[src/include/tcic_defines.svh]
// Register offsets, field positions, reset values and widths of the timer capture block
`ifndef TCIC_DEFINES_SVH
`define TCIC_DEFINES_SVH

// Register byte offsets on the APB bus
`define TCIC_OFS_CTRL 12'h000
`define TCIC_OFS_EDGE 12'h004
`define TCIC_OFS_MASK 12'h008
`define TCIC_OFS_FLAG 12'h00c
`define TCIC_OFS_OVF 12'h010
`define TCIC_OFS_COUNT 12'h014
`define TCIC_OFS_CAP1 12'h018
`define TCIC_OFS_CAP2 12'h01c
`define TCIC_OFS_CAP3 12'h020
`define TCIC_OFS_SHARED 12'h024
`define TCIC_OFS_CMP1 12'h028
`define TCIC_OFS_CMP2 12'h02c
`define TCIC_OFS_CMP3 12'h030
`define TCIC_OFS_CMP4 12'h034
`define TCIC_OFS_OC1_MASK 12'h038
`define TCIC_OFS_OC1_DATA 12'h03c
`define TCIC_OFS_PORT 12'h040

// Control register fields
`define TCIC_CTRL_PRESCALE_LO 0
`define TCIC_CTRL_PRESCALE_HI 1
`define TCIC_CTRL_SHARED_SEL 2
`define TCIC_CTRL_BIT3_DIR 3
`define TCIC_CTRL_TOGGLE_LO 4
`define TCIC_CTRL_TOGGLE_HI 7

// Edge control field positions per capture channel
`define TCIC_EDGE_POS_CH1 4
`define TCIC_EDGE_POS_CH2 2
`define TCIC_EDGE_POS_CH3 0
`define TCIC_EDGE_POS_CH4 6

// Flag and mask bit positions
`define TCIC_FLAG_CAP_LO 0
`define TCIC_FLAG_SHARED 3
`define TCIC_FLAG_OC1 4
`define TCIC_FLAG_OC4 7
`define TCIC_OVF_ENABLE 0
`define TCIC_OVF_FLAG 1

// Shared pin and upper port pins
`define TCIC_SHARED_PIN 3
`define TCIC_UPPER_LO 3
`define TCIC_UPPER_HI 7

// Reset values and counter maximum
`define TCIC_RST_BYTE 8'h00
`define TCIC_RST_COUNT 16'h0000
`define TCIC_RST_CMP 16'hffff
`define TCIC_COUNT_MAX 16'hffff

// Prescale reload values: ratio minus one
`define TCIC_DIV1_LOAD 4'h0
`define TCIC_DIV4_LOAD 4'h3
`define TCIC_DIV8_LOAD 4'h7
`define TCIC_DIV16_LOAD 4'hf

`endif

[src/include/tcic_pkg.sv]
// Types shared by the timer capture block
package tcic_pkg;

  // Prescale ratio codes
  typedef enum logic [1:0] {
    TCIC_DIV1,
    TCIC_DIV4,
    TCIC_DIV8,
    TCIC_DIV16
  } tcic_prescale_t;

  // Capture edge selection codes
  typedef enum logic [1:0] {
    TCIC_EDGE_OFF,
    TCIC_EDGE_RISE,
    TCIC_EDGE_FALL,
    TCIC_EDGE_ANY
  } tcic_edge_t;

endpackage

[src/verilog/tcic_prescaler.sv]
// Programmable prescaler that paces the free-running counter
`include "tcic_defines.svh"

module tcic_prescaler (
  input wire logic i_clk, // System clock
  input wire logic i_rstn, // Asynchronous reset, active low
  input wire tcic_pkg::tcic_prescale_t i_ratio, // Selected divide ratio
  output logic o_tick // One-cycle count advance pulse
);

  logic [3:0] div_count; // Cycles left until the next tick
  logic [3:0] reload; // Reload value for the chosen ratio

  // Map the ratio code onto a reload value
  always_comb begin
    unique case (i_ratio)
      tcic_pkg::TCIC_DIV1: reload = `TCIC_DIV1_LOAD;
      tcic_pkg::TCIC_DIV4: reload = `TCIC_DIV4_LOAD;
      tcic_pkg::TCIC_DIV8: reload = `TCIC_DIV8_LOAD;
      tcic_pkg::TCIC_DIV16: reload = `TCIC_DIV16_LOAD;
    endcase
  end

  // Down counter; a ratio change takes effect at the next reload
  always_ff @(posedge i_clk or negedge i_rstn) begin
    if (!i_rstn) begin
      div_count <= 4'h0;
    end else if (div_count == 4'h0) begin
      div_count <= reload;
    end else begin
      div_count <= div_count - 4'h1;
    end
  end

  // Tick when the down counter is spent
  assign o_tick = (div_count == 4'h0);

endmodule

[src/verilog/tcic_edge_detect.sv]
// Edge detector for one input capture channel
module tcic_edge_detect (
  input wire logic i_clk, // System clock
  input wire logic i_rstn, // Asynchronous reset, active low
  input wire logic i_level, // Synchronised pin level
  input wire tcic_pkg::tcic_edge_t i_mode, // Edge selection
  output logic o_event // One-cycle capture request
);

  logic prev_level; // Level seen one cycle earlier
  logic rise; // Rising edge this cycle
  logic fall; // Falling edge this cycle

  // Remember the previous level
  always_ff @(posedge i_clk or negedge i_rstn) begin
    if (!i_rstn) begin
      prev_level <= 1'b0;
    end else begin
      prev_level <= i_level;
    end
  end

  assign rise = i_level & ~prev_level;
  assign fall = ~i_level & prev_level;

  // Select which edges count as a capture
  always_comb begin
    unique case (i_mode)
      tcic_pkg::TCIC_EDGE_OFF: o_event = 1'b0;
      tcic_pkg::TCIC_EDGE_RISE: o_event = rise;
      tcic_pkg::TCIC_EDGE_FALL: o_event = fall;
      tcic_pkg::TCIC_EDGE_ANY: o_event = rise | fall;
    endcase
  end

endmodule

[src/verilog/tcic_top.sv]
// Main timer: free-running counter, input captures, output compares and APB registers
//
// Added by the designer: the APB register port and the register addresses.
`include "tcic_defines.svh"

module tcic_top (
  input wire logic I_SYS_CLK, // System clock, 10 MHz
  input wire logic I_RSTN, // Asynchronous reset, active low
  input wire logic I_PSEL, // APB select
  input wire logic I_PENABLE, // APB access phase
  input wire logic I_PWRITE, // APB write direction
  input wire logic [11:0] I_PADDR, // APB byte address
  input wire logic [31:0] I_PWDATA, // APB write data
  output logic [31:0] O_PRDATA, // APB read data
  output logic O_PREADY, // APB ready, always high
  output logic O_PSLVERR, // APB error on unmapped address
  input wire logic [7:0] I_PORT_A, // Port A pin levels
  output logic [7:0] O_PORT_A, // Port A output levels
  output logic [7:0] O_PORT_A_OEN, // Port A output enables, low drives
  output logic [8:0] O_IRQ // Per-function interrupt requests
);

  // Bus decode
  logic wr_en; // Write in access phase
  logic rd_en; // Read in access phase
  logic [7:0] wbyte; // Low byte of write data
  logic mapped; // Address hits a register

  // Software registers
  logic [7:0] ctrl; // Prescale, shared select, bit-3 direction, toggle enables
  logic [7:0] capture_edge_control; // Edge fields of four capture channels
  logic [7:0] timer_mask_one; // Capture and compare interrupt enables
  logic [7:0] timer_flags_one; // Capture and compare flags
  logic ovf_enable; // Overflow interrupt enable
  logic ovf_flag; // Overflow flag
  logic [15:0] free_running_count; // Main counter
  logic [15:0] capture [0:2]; // Dedicated capture registers
  logic [15:0] shared_capture_compare_reg; // Fourth capture or fifth compare
  logic [15:0] compare [0:3]; // Compare registers one to four
  logic [7:3] oc1_mask; // Upper pins driven by the first compare
  logic [7:3] oc1_data; // Levels placed by the first compare
  logic [7:3] gpio_out; // General-purpose output latch
  logic [7:3] oc_level; // Levels set by compare actions

  // Internal signals
  logic tick; // Counter advance pulse
  logic count_moved; // Counter changed last cycle
  logic [15:0] count_hold [0:3]; // Count held for a pending transfer
  logic [3:0] pending; // Transfer waiting for its register
  logic [3:0] hold_off; // Read of this capture this cycle
  logic [3:0] cap_event; // Capture request per channel
  logic [3:0] cap_level; // Level fed to each edge detector
  logic [7:0] sync1; // First synchroniser stage
  logic [7:0] pin_sync; // Synchronised pin levels
  logic [4:0] match; // Compare matches, first to fifth
  logic [4:0] cmp_inhibit; // Compare held off after a write
  logic [7:3] oc_owned; // Upper pins owned by compares
  logic shared_capture; // Shared channel is in capture mode

  assign shared_capture = ctrl[`TCIC_CTRL_SHARED_SEL];

  // APB decode: zero-wait slave
  assign wr_en = I_PSEL & I_PENABLE & I_PWRITE;
  assign rd_en = I_PSEL & I_PENABLE & ~I_PWRITE;
  assign wbyte = I_PWDATA[7:0];
  assign O_PREADY = 1'b1;

  // Pin synchroniser, two flops per pin
  always_ff @(posedge I_SYS_CLK or negedge I_RSTN) begin
    if (!I_RSTN) begin
      sync1 <= 8'h00;
      pin_sync <= 8'h00;
    end else begin
      sync1 <= I_PORT_A;
      pin_sync <= sync1;
    end
  end

  // Prescaler for the counter
  tcic_prescaler u_prescaler (
    .i_clk(I_SYS_CLK),
    .i_rstn(I_RSTN),
    .i_ratio(tcic_pkg::tcic_prescale_t'(ctrl[`TCIC_CTRL_PRESCALE_HI:`TCIC_CTRL_PRESCALE_LO])),
    .o_tick(tick)
  );

  // Free-running counter; no bus path reaches it
  always_ff @(posedge I_SYS_CLK or negedge I_RSTN) begin
    if (!I_RSTN) begin
      free_running_count <= `TCIC_RST_COUNT;
    end else if (tick) begin
      free_running_count <= free_running_count + 16'h0001;
    end
  end

  // Mark the cycle after a count change for the comparators
  always_ff @(posedge I_SYS_CLK or negedge I_RSTN) begin
    if (!I_RSTN) begin
      count_moved <= 1'b0;
    end else begin
      count_moved <= tick;
    end
  end

  // Overflow enable and flag; the set wins over a clear
  always_ff @(posedge I_SYS_CLK or negedge I_RSTN) begin
    if (!I_RSTN) begin
      ovf_enable <= 1'b0;
      ovf_flag <= 1'b0;
    end else begin
      if (wr_en && I_PADDR == `TCIC_OFS_OVF) begin
        ovf_enable <= wbyte[`TCIC_OVF_ENABLE];
      end
      if (tick && free_running_count == `TCIC_COUNT_MAX) begin
        ovf_flag <= 1'b1;
      end else if (wr_en && I_PADDR == `TCIC_OFS_OVF && wbyte[`TCIC_OVF_FLAG]) begin
        ovf_flag <= 1'b0;
      end
    end
  end

  // Control, edge, mask and first-compare configuration registers
  always_ff @(posedge I_SYS_CLK or negedge I_RSTN) begin
    if (!I_RSTN) begin
      ctrl <= `TCIC_RST_BYTE;
      capture_edge_control <= `TCIC_RST_BYTE;
      timer_mask_one <= `TCIC_RST_BYTE;
      oc1_mask <= 5'h00;
      oc1_data <= 5'h00;
    end else if (wr_en) begin
      unique case (I_PADDR)
        `TCIC_OFS_CTRL: ctrl <= wbyte;
        `TCIC_OFS_EDGE: capture_edge_control <= wbyte;
        `TCIC_OFS_MASK: timer_mask_one <= wbyte;
        `TCIC_OFS_OC1_MASK: oc1_mask <= wbyte[7:3];
        `TCIC_OFS_OC1_DATA: oc1_data <= wbyte[7:3];
        default: begin
        end
      endcase
    end
  end

  // Capture sources: shared channel sees the driven level when it is an output
  assign cap_level[2:0] = pin_sync[2:0];
  assign cap_level[3] = ctrl[`TCIC_CTRL_BIT3_DIR] ? gpio_out[`TCIC_SHARED_PIN] : pin_sync[3];

  // Read hold-off per capture register
  assign hold_off[0] = rd_en && I_PADDR == `TCIC_OFS_CAP1;
  assign hold_off[1] = rd_en && I_PADDR == `TCIC_OFS_CAP2;
  assign hold_off[2] = rd_en && I_PADDR == `TCIC_OFS_CAP3;
  assign hold_off[3] = rd_en && I_PADDR == `TCIC_OFS_SHARED;

  // Per-channel edge detection and pending transfer
  genvar ch;
  generate
    for (ch = 0; ch < 4; ch = ch + 1) begin : g_cap
      localparam int EPOS = (ch == 0) ? `TCIC_EDGE_POS_CH1 : (ch == 1) ? `TCIC_EDGE_POS_CH2 :
                            (ch == 2) ? `TCIC_EDGE_POS_CH3 : `TCIC_EDGE_POS_CH4;
      logic raw_event; // Edge seen before the mode gate

      tcic_edge_detect u_edge (
        .i_clk(I_SYS_CLK),
        .i_rstn(I_RSTN),
        .i_level(cap_level[ch]),
        .i_mode(tcic_pkg::tcic_edge_t'(capture_edge_control[EPOS+1:EPOS])),
        .o_event(raw_event)
      );

      // The shared channel captures only in capture mode
      if (ch == 3) begin : g_shared
        assign cap_event[ch] = raw_event & shared_capture;
      end else begin : g_dedicated
        assign cap_event[ch] = raw_event;
      end

      // Hold the count at the event; transfer when no read blocks it
      always_ff @(posedge I_SYS_CLK or negedge I_RSTN) begin
        if (!I_RSTN) begin
          pending[ch] <= 1'b0;
          count_hold[ch] <= `TCIC_RST_COUNT;
        end else if (cap_event[ch]) begin
          pending[ch] <= 1'b1;
          count_hold[ch] <= free_running_count;
        end else if (!hold_off[ch]) begin
          pending[ch] <= 1'b0;
        end
      end
    end
  endgenerate

  // Dedicated capture registers are left alone by reset
  always_ff @(posedge I_SYS_CLK) begin
    for (int i = 0; i < 3; i++) begin
      if (pending[i] && !hold_off[i]) begin
        capture[i] <= count_hold[i];
      end
    end
  end

  // Shared register: compare value by software, or capture latch
  always_ff @(posedge I_SYS_CLK or negedge I_RSTN) begin
    if (!I_RSTN) begin
      shared_capture_compare_reg <= `TCIC_RST_CMP;
    end else if (shared_capture) begin
      if (pending[3] && !hold_off[3]) begin
        shared_capture_compare_reg <= count_hold[3];
      end
    end else if (wr_en && I_PADDR == `TCIC_OFS_SHARED) begin
      shared_capture_compare_reg <= I_PWDATA[15:0];
    end
  end

  // Compare registers one to four
  always_ff @(posedge I_SYS_CLK or negedge I_RSTN) begin
    if (!I_RSTN) begin
      for (int i = 0; i < 4; i++) begin
        compare[i] <= `TCIC_RST_CMP;
      end
    end else if (wr_en) begin
      for (int i = 0; i < 4; i++) begin
        if (I_PADDR == `TCIC_OFS_CMP1 + 12'(4 * i)) begin
          compare[i] <= I_PWDATA[15:0];
        end
      end
    end
  end

  // A compare write holds that comparator off for one cycle
  always_ff @(posedge I_SYS_CLK or negedge I_RSTN) begin
    if (!I_RSTN) begin
      cmp_inhibit <= 5'h00;
    end else begin
      for (int i = 0; i < 4; i++) begin
        cmp_inhibit[i] <= wr_en && I_PADDR == `TCIC_OFS_CMP1 + 12'(4 * i);
      end
      cmp_inhibit[4] <= wr_en && I_PADDR == `TCIC_OFS_SHARED;
    end
  end

  // Match once per count value, in the cycle after the count moves
  always_comb begin
    for (int i = 0; i < 4; i++) begin
      match[i] = count_moved && !cmp_inhibit[i] && compare[i] == free_running_count;
    end
    match[4] = count_moved && !cmp_inhibit[4] && !shared_capture &&
               shared_capture_compare_reg == free_running_count;
  end

  // Flags: hardware set wins over a write-one clear
  always_ff @(posedge I_SYS_CLK or negedge I_RSTN) begin
    if (!I_RSTN) begin
      timer_flags_one <= `TCIC_RST_BYTE;
    end else begin
      for (int i = 0; i < 8; i++) begin
        logic set_bit; // Hardware event for this flag
        set_bit = 1'b0;
        if (i < 3) begin
          set_bit = cap_event[i];
        end else if (i == `TCIC_FLAG_SHARED) begin
          set_bit = cap_event[3] | match[4];
        end else begin
          set_bit = match[i - `TCIC_FLAG_OC1];
        end
        if (set_bit) begin
          timer_flags_one[i] <= 1'b1;
        end else if (wr_en && I_PADDR == `TCIC_OFS_FLAG && wbyte[i]) begin
          timer_flags_one[i] <= 1'b0;
        end
      end
    end
  end

  // Separate request line per function
  assign O_IRQ[7:0] = timer_flags_one & timer_mask_one;
  assign O_IRQ[8] = ovf_flag & ovf_enable;

  // Pins owned by a compare: first-compare mask or a toggle enable; pin 3 only outside capture mode
  always_comb begin
    oc_owned = oc1_mask;
    oc_owned[6] = oc_owned[6] | ctrl[`TCIC_CTRL_TOGGLE_HI];
    oc_owned[5] = oc_owned[5] | ctrl[`TCIC_CTRL_TOGGLE_HI-1];
    oc_owned[4] = oc_owned[4] | ctrl[`TCIC_CTRL_TOGGLE_LO+1];
    oc_owned[3] = (oc_owned[3] | ctrl[`TCIC_CTRL_TOGGLE_LO]) & ~shared_capture;
  end

  // General-purpose latch ignores bits owned by compares
  always_ff @(posedge I_SYS_CLK or negedge I_RSTN) begin
    if (!I_RSTN) begin
      gpio_out <= 5'h00;
    end else if (wr_en && I_PADDR == `TCIC_OFS_PORT) begin
      for (int b = `TCIC_UPPER_LO; b <= `TCIC_UPPER_HI; b++) begin
        if (!oc_owned[b]) begin
          gpio_out[b] <= wbyte[b];
        end
      end
    end
  end

  // Compare pin actions: toggles on pins 6..3, first compare forces its mask
  always_ff @(posedge I_SYS_CLK or negedge I_RSTN) begin
    if (!I_RSTN) begin
      oc_level <= 5'h00;
    end else begin
      for (int b = `TCIC_UPPER_LO; b <= `TCIC_UPPER_HI; b++) begin
        if (match[0] && oc1_mask[b]) begin
          oc_level[b] <= oc1_data[b];
        end else if (b < `TCIC_UPPER_HI && match[7 - b] && ctrl[b + 1]) begin
          oc_level[b] <= ~oc_level[b];
        end
      end
    end
  end

  // Pin drive: low pins are inputs, pin 3 drives when its direction bit is set or a compare owns it
  always_comb begin
    O_PORT_A = 8'h00;
    O_PORT_A_OEN = 8'hff;
    for (int b = `TCIC_UPPER_LO; b <= `TCIC_UPPER_HI; b++) begin
      O_PORT_A[b] = oc_owned[b] ? oc_level[b] : gpio_out[b];
      O_PORT_A_OEN[b] = 1'b0;
    end
    O_PORT_A_OEN[`TCIC_SHARED_PIN] = ~(ctrl[`TCIC_CTRL_BIT3_DIR] | oc_owned[3]);
  end

  // Read mux; unmapped addresses read zero with an error
  always_comb begin
    O_PRDATA = 32'h0000_0000;
    mapped = 1'b1;
    unique case (I_PADDR)
      `TCIC_OFS_CTRL: O_PRDATA[7:0] = ctrl;
      `TCIC_OFS_EDGE: O_PRDATA[7:0] = capture_edge_control;
      `TCIC_OFS_MASK: O_PRDATA[7:0] = timer_mask_one;
      `TCIC_OFS_FLAG: O_PRDATA[7:0] = timer_flags_one;
      `TCIC_OFS_OVF: O_PRDATA[1:0] = {ovf_flag, ovf_enable};
      `TCIC_OFS_COUNT: O_PRDATA[15:0] = free_running_count;
      `TCIC_OFS_CAP1: O_PRDATA[15:0] = capture[0];
      `TCIC_OFS_CAP2: O_PRDATA[15:0] = capture[1];
      `TCIC_OFS_CAP3: O_PRDATA[15:0] = capture[2];
      `TCIC_OFS_SHARED: O_PRDATA[15:0] = shared_capture_compare_reg;
      `TCIC_OFS_CMP1: O_PRDATA[15:0] = compare[0];
      `TCIC_OFS_CMP2: O_PRDATA[15:0] = compare[1];
      `TCIC_OFS_CMP3: O_PRDATA[15:0] = compare[2];
      `TCIC_OFS_CMP4: O_PRDATA[15:0] = compare[3];
      `TCIC_OFS_OC1_MASK: O_PRDATA[7:3] = oc1_mask;
      `TCIC_OFS_OC1_DATA: O_PRDATA[7:3] = oc1_data;
      `TCIC_OFS_PORT: O_PRDATA[7:0] = pin_sync;
      default: mapped = 1'b0;
    endcase
  end

  // Error only during the access phase of an unmapped transfer
  assign O_PSLVERR = I_PSEL & I_PENABLE & ~mapped;

endmodule

[config.mk]
export PLATFORM = sky130hd
export DESIGN_NAME = tcic_top
export DESIGN_NICKNAME = d
export VERILOG_FILES = /design/src/include/tcic_pkg.sv /design/src/verilog/tcic_prescaler.sv /design/src/verilog/tcic_edge_detect.sv /design/src/verilog/tcic_top.sv
export VERILOG_INCLUDE_DIRS = /design/src /design/src/include
export SDC_FILE = /design/constraint.sdc
export NUM_CORES = 1
export LEC_CHECK = 0
export BUFFER_PORTS_ARGS = -buffer_cell sky130_fd_sc_hd__buf_4
export CORE_MARGIN = 1.5
export CORE_UTILIZATION = 35
export DETAILED_ROUTE_END_ITERATION = 6
export SYNTH_ARGS = -nofsm -noshare
export SYNTH_HDL_FRONTEND = slang
export SYNTH_SLANG_ARGS = --single-unit
export TNS_END_PERCENT = 10
[constraint.sdc]
create_clock -name I_SYS_CLK -period 3 [get_ports I_SYS_CLK]
set_input_delay 0.15 -clock I_SYS_CLK [delete_from_list [all_inputs] [get_ports I_SYS_CLK]]
set_output_delay 0.15 -clock I_SYS_CLK [all_outputs]
set_load 0.02 [all_outputs]
==> out/results.txt <==
After detailed routing, the number of vias per cell comes to 5.34. The fraction of synthesized cell area in xor and xnor cells was 0.0614. The net switching fraction of the power is 0.259. Proportion of synthesized chip area in sequential cells: 0.548.

The async set-reset flop share out of synthesis was 0.838; the via count of the first global-routing pass was 9,739. The setup check on the worst reg-to-reg path leaves a slack of 0.53 ns. The tools report the cell count after synthesis as 1,109. The run gives 0.201 as the overall fraction of global-route tracks in use.

Along the worst hold path, the cell count comes to 4. The worst setup path is launched from an input port. Area occupied by multi-input gates: 5910 um^2. The die is 204 um wide. For this run, the detailed router's first-pass iteration total came to 5. In this run the most critical hold path is launched from I_PWDATA[5].

The mux share of post-synthesis cell area came out at 0.186. Data arrives at the worst endpoint at 2.53 ns. The kind of critical path was input port to primary output.

The nature of the critical path endpoint was a primary output. The floorplan has 73 rows. The combinational family with the most area after synthesis is multiplexers.

For the number of CTS-inserted buffers, the log shows 35. At the later pin of the worst-skew pair, clock insertion delay measures 0.53 ns. The synthesized-area fraction occupied by adder cells came out at 0.00886. The clock drives 296 sinks. For the total wire length after detailed routing, the log shows 41.3 mm. TritonCTS built the clock tree.

In this run the vertical extent of the chip is 204 um. Clock-pin slew was measured on the worst setup and hold paths at 0.06 ns. Post-CTS timing repair inserted 0 buffers for setup. The synthesized design contains 296 register bits.

The tools report the worst clock skew as 0.0232 ns. The starting density of the core was 0.355; the number of nets in the layout was 1,303. Setup repair after global routing left no endpoint under its margin.

Share of the core filled with cells: 0.423. At the pin with the least slew margin, the transition time is 1.23 ns. The first global-routing pass estimated 62.2 mm of wire. The ratio of final minimum period to clock period is 0.893, and the relative slew slack is 0.182. In the final timing run, aggregate negative setup slack is 0 ns. Pin placement for this block handled 116 I/O pins.

After routing the design area is 16,900 um^2. The most instantiated flip-flop cell in the synthesis netlist is sky130_fd_sc_hd__dfrtp_1. In this run the static leakage power is 7.57 nW. For the aggregate global routing overflow, the log shows 0. The synthesized netlist occupies a cell area of 14,100 um^2. The die covers 41,600 um^2. For this design the ratio of total power to cell area is 576 nW/um^2. The tools report the endpoint of the worst-slack reg-to-reg timing path as oc_level[5].

The cell area reported after detailed placement is 15,400 um^2, and the maximum number of pins on one net before global-route repair is 73. In this run the critical register-to-register path is launched from free_running_count[0]. For this run, the top clock speed supported by timing is 373 MHz. Portion of total power attributed to the clock network: 0.444. Fill cells in the final layout number 3,747. The initial antenna violation count came out at 0. For the worst setup path, the data required time is 2.85 ns.

Number of pins with negative max-slew slack in the final report: 0. The post-layout minimum cycle time came out at 2.68 ns. Averaged over all synthesized cells, the footprint is 12.7 um^2. The number of H-tree levels was 2. The core region is 39,800 um^2. Excluding fillers, the count of instances in the completed layout stands at 1,789. The clock passes through at most 3 buffers. The fraction of final layout cells sized beyond drive strength 1 came out at 0.389.

Measured in cells, the most critical reg-to-reg path has a length of 6. The worst hold path terminates at timer_flags_one[5]. The number of warning messages in the yosys log is 0.

In the final layout, the registers with the most flip-flops are compare: 64 flops, count_hold: 64 flops, capture: 48 flops. The share of power burned in combinational logic was 0.105. The part of the total power dissipated in sequential elements is 0.451. The net switching power came out at 2.51 mW. The first routing iteration left 727 violations. The worst-case IR drop observed on VDD is 0.381 mV. The area overhead of the layout relative to synthesis works out to 19.3%. Clock tree synthesis selected as its root buffer the cell sky130_fd_sc_hd__clkbuf_16. The post-synthesis share of cell area spent on and, or, nand and nor gates is 0.0865, and the number of distinct library cells after synthesis is 70. The logs give 0.927 for the final weighted congestion in routability-driven placement and 7750 um^2 for the register cell area after layout. Final hold violation count: 0.

The total DRC errors in the routed layout was 0; the final total power was 9.71 mW. The flow ran to the end, and the final reports show no timing, DRC or antenna violations. The routed wire length per instance works out to 23.1 um. The run gives 1,700 as the total placed cells including tap cells. The detailed-placement wirelength estimate was 29.8 mm; the setup-violating endpoint count in the final report was 0. The count of buffers from port buffering came out at 72. The total of max-cap violations was 0; the remaining number of nets flagged by the antenna check after routing was 0. The count of flip-flops with a built-in enable after synthesis was 48; the internal portion of total power was 7.19 mW. The worst hold path belongs to the class input port to register. The share of the synthesized area in compound gates (AO/OA/AOI/OAI) was 0.0670; the via count was 9,560.

In this run, post-CTS repair resized a total of 0 instances. The maximum fanout count along the critical path is 8.
-- logic make-up after synthesis --
group | Yosys count
DFF | 296
and+or+nand+nor | 234
muxes | 227
AOI/OAI and AO/OA | 125
buffers and inverters | 116
xor gates and xnor gates | 99
adders and majority gates | 10
other | 2
-- cell usage after synthesis (5+ instances only) --
| cell type | count | share of area |
|---|---|---|
| sky130_fd_sc_hd__o221a_2 | 16 | 0.013 |
| sky130_fd_sc_hd__xnor2_1 | 34 | 0.021 |
| sky130_fd_sc_hd__a21oi_1 | 19 | 0.0067 |
| sky130_fd_sc_hd__nor4_1 | 13 | 0.0058 |
| sky130_fd_sc_hd__buf_2 | 10 | 0.0035 |
| sky130_fd_sc_hd__a221oi_1 | 5 | 0.0031 |
| sky130_fd_sc_hd__edfxtp_1 | 48 | 0.10 |
| sky130_fd_sc_hd__and2_1 | 12 | 0.0053 |
| sky130_fd_sc_hd__dfrtp_1 | 168 | 0.30 |
| sky130_fd_sc_hd__mux2_2 | 181 | 0.14 |
| sky130_fd_sc_hd__nor2_1 | 33 | 0.0088 |
| sky130_fd_sc_hd__nand3_1 | 29 | 0.010 |
| sky130_fd_sc_hd__nor3_1 | 19 | 0.0067 |
| sky130_fd_sc_hd__xor2_1 | 65 | 0.040 |
| sky130_fd_sc_hd__buf_4 | 31 | 0.016 |
| sky130_fd_sc_hd__o21ai_0 | 7 | 0.0025 |
| sky130_fd_sc_hd__clkbuf_1 | 36 | 0.0096 |
| sky130_fd_sc_hd__mux4_2 | 10 | 0.016 |
| sky130_fd_sc_hd__mux2i_1 | 35 | 0.025 |
| sky130_fd_sc_hd__and3_1 | 7 | 0.0031 |
| sky130_fd_sc_hd__o22ai_1 | 10 | 0.0044 |
| sky130_fd_sc_hd__nand4_1 | 16 | 0.0071 |
| sky130_fd_sc_hd__buf_1 | 11 | 0.0029 |
| sky130_fd_sc_hd__a22oi_1 | 27 | 0.014 |
| sky130_fd_sc_hd__ha_1 | 10 | 0.0089 |
| sky130_fd_sc_hd__nand2_1 | 59 | 0.016 |
| sky130_fd_sc_hd__nand2b_1 | 18 | 0.0080 |
| sky130_fd_sc_hd__inv_1 | 23 | 0.0061 |
| sky130_fd_sc_hd__dfstp_2 | 80 | 0.15 |
-- per-layer routing --
| layer | wire, um | global-route usage | vias up |
|---|---|---|---|
| li1 | - | - | 4210 |
| met1 | 18600 | 0.282 | 4995 |
| met2 | 19600 | 0.322 | 287 |
| met3 | 2130 | 0.0289 | 68 |
| met4 | 1040 | 0.0577 | 0 |
| met5 | 0 | 0 | - |
-- cells in the final DEF, fill, tap and decap left out, drive strengths merged, types with 5 or more instances in the layout --
| cell | n |
|---|---|
| a21oi | 19 |
| dlygate4sd3 | 24 |
| and3 | 7 |
| conb | 27 |
| nand4 | 16 |
| o221a | 16 |
| clkbuf | 50 |
| a221oi | 5 |
| o21ai | 11 |
| a22oi | 27 |
| buf | 133 |
| dfrtp | 168 |
| nand2b | 19 |
| nand2 | 60 |
| o22ai | 10 |
| xor2 | 65 |
| mux2 | 182 |
| and2 | 13 |
| edfxtp | 48 |
| nor2 | 36 |
| inv | 25 |
| nor3 | 22 |
| mux2i | 35 |
| mux4 | 10 |
| dfstp | 80 |
| clkinv | 9 |
| nor4 | 13 |
| xnor2 | 34 |
| nand3 | 29 |
| ha | 10 |
-- power by group through the flow --
stage	Clock, mW	Sequential, mW	Combinational (mW)
after global routing	4.55	4.39	1.11
after detailed placement	0	4.44	0.997
after floorplan	0	4.32	0.644
after CTS	4.39	4.37	1.03
final	4.30	4.38	1.02
after global placement	0	4.44	0.981
-- worst max-delay path by stage --
| stage | start | to | slack (ns) |
|---|---|---|---|
| 3_3_place_gp | I_PADDR[9] | O_PRDATA[7] | 0.48 |
| 2_1_floorplan | I_PADDR[9] | capture[0][16] | 0.40 |
| 5_1_grt | oc1_mask[7] | O_PRDATA[7] | 0.27 |
| 6_report | I_PADDR[9] | O_PRDATA[7] | 0.32 |
| 3_5_place_dp | I_PADDR[9] | O_PRDATA[7] | 0.45 |
| 4_1_cts | oc1_mask[7] | O_PRDATA[7] | 0.41 |
-- final cells by class --
cell class                 instances  share of cell area
timing repair buffer             157              0.0754
sequential                       296               0.460
clock buffer                      50              0.0571
clock inverter                    14              0.0123
inverter                          24             0.00535
multi-input combinational        722               0.351
tap                              525              0.0390
antenna                            1            0.000148
-- per-stage QoR --
stage	setup slack, ns	hold slack [ns]
6_report	0.320	0.0592
5_1_grt	0.274	0.0662
4_1_cts	0.411	0.0281
3_5_place_dp	0.449	0.162
3_3_place_gp	0.484	0.160
2_1_floorplan	0.396	-0.146
-- worst max-delay path, stage by stage --
cell,delay [ns]
sky130_fd_sc_hd__buf_4,0.11
sky130_fd_sc_hd__or4_4,0.55
sky130_fd_sc_hd__or4_4,0.59
sky130_fd_sc_hd__nor3_1,0.49
sky130_fd_sc_hd__a221oi_1,0.15
sky130_fd_sc_hd__o311ai_0,0.22
sky130_fd_sc_hd__buf_4,0.26
-- what timing repair did --
| item | 4_1_cts | 5_1_grt |
|---|---|---|
| endpoints found under the hold margin | 153 | 0 |
| setup endpoints to repair | 0 | 0 |
| hold buffers | 24 | 0 |
Power figures use the tool's default switching activity.
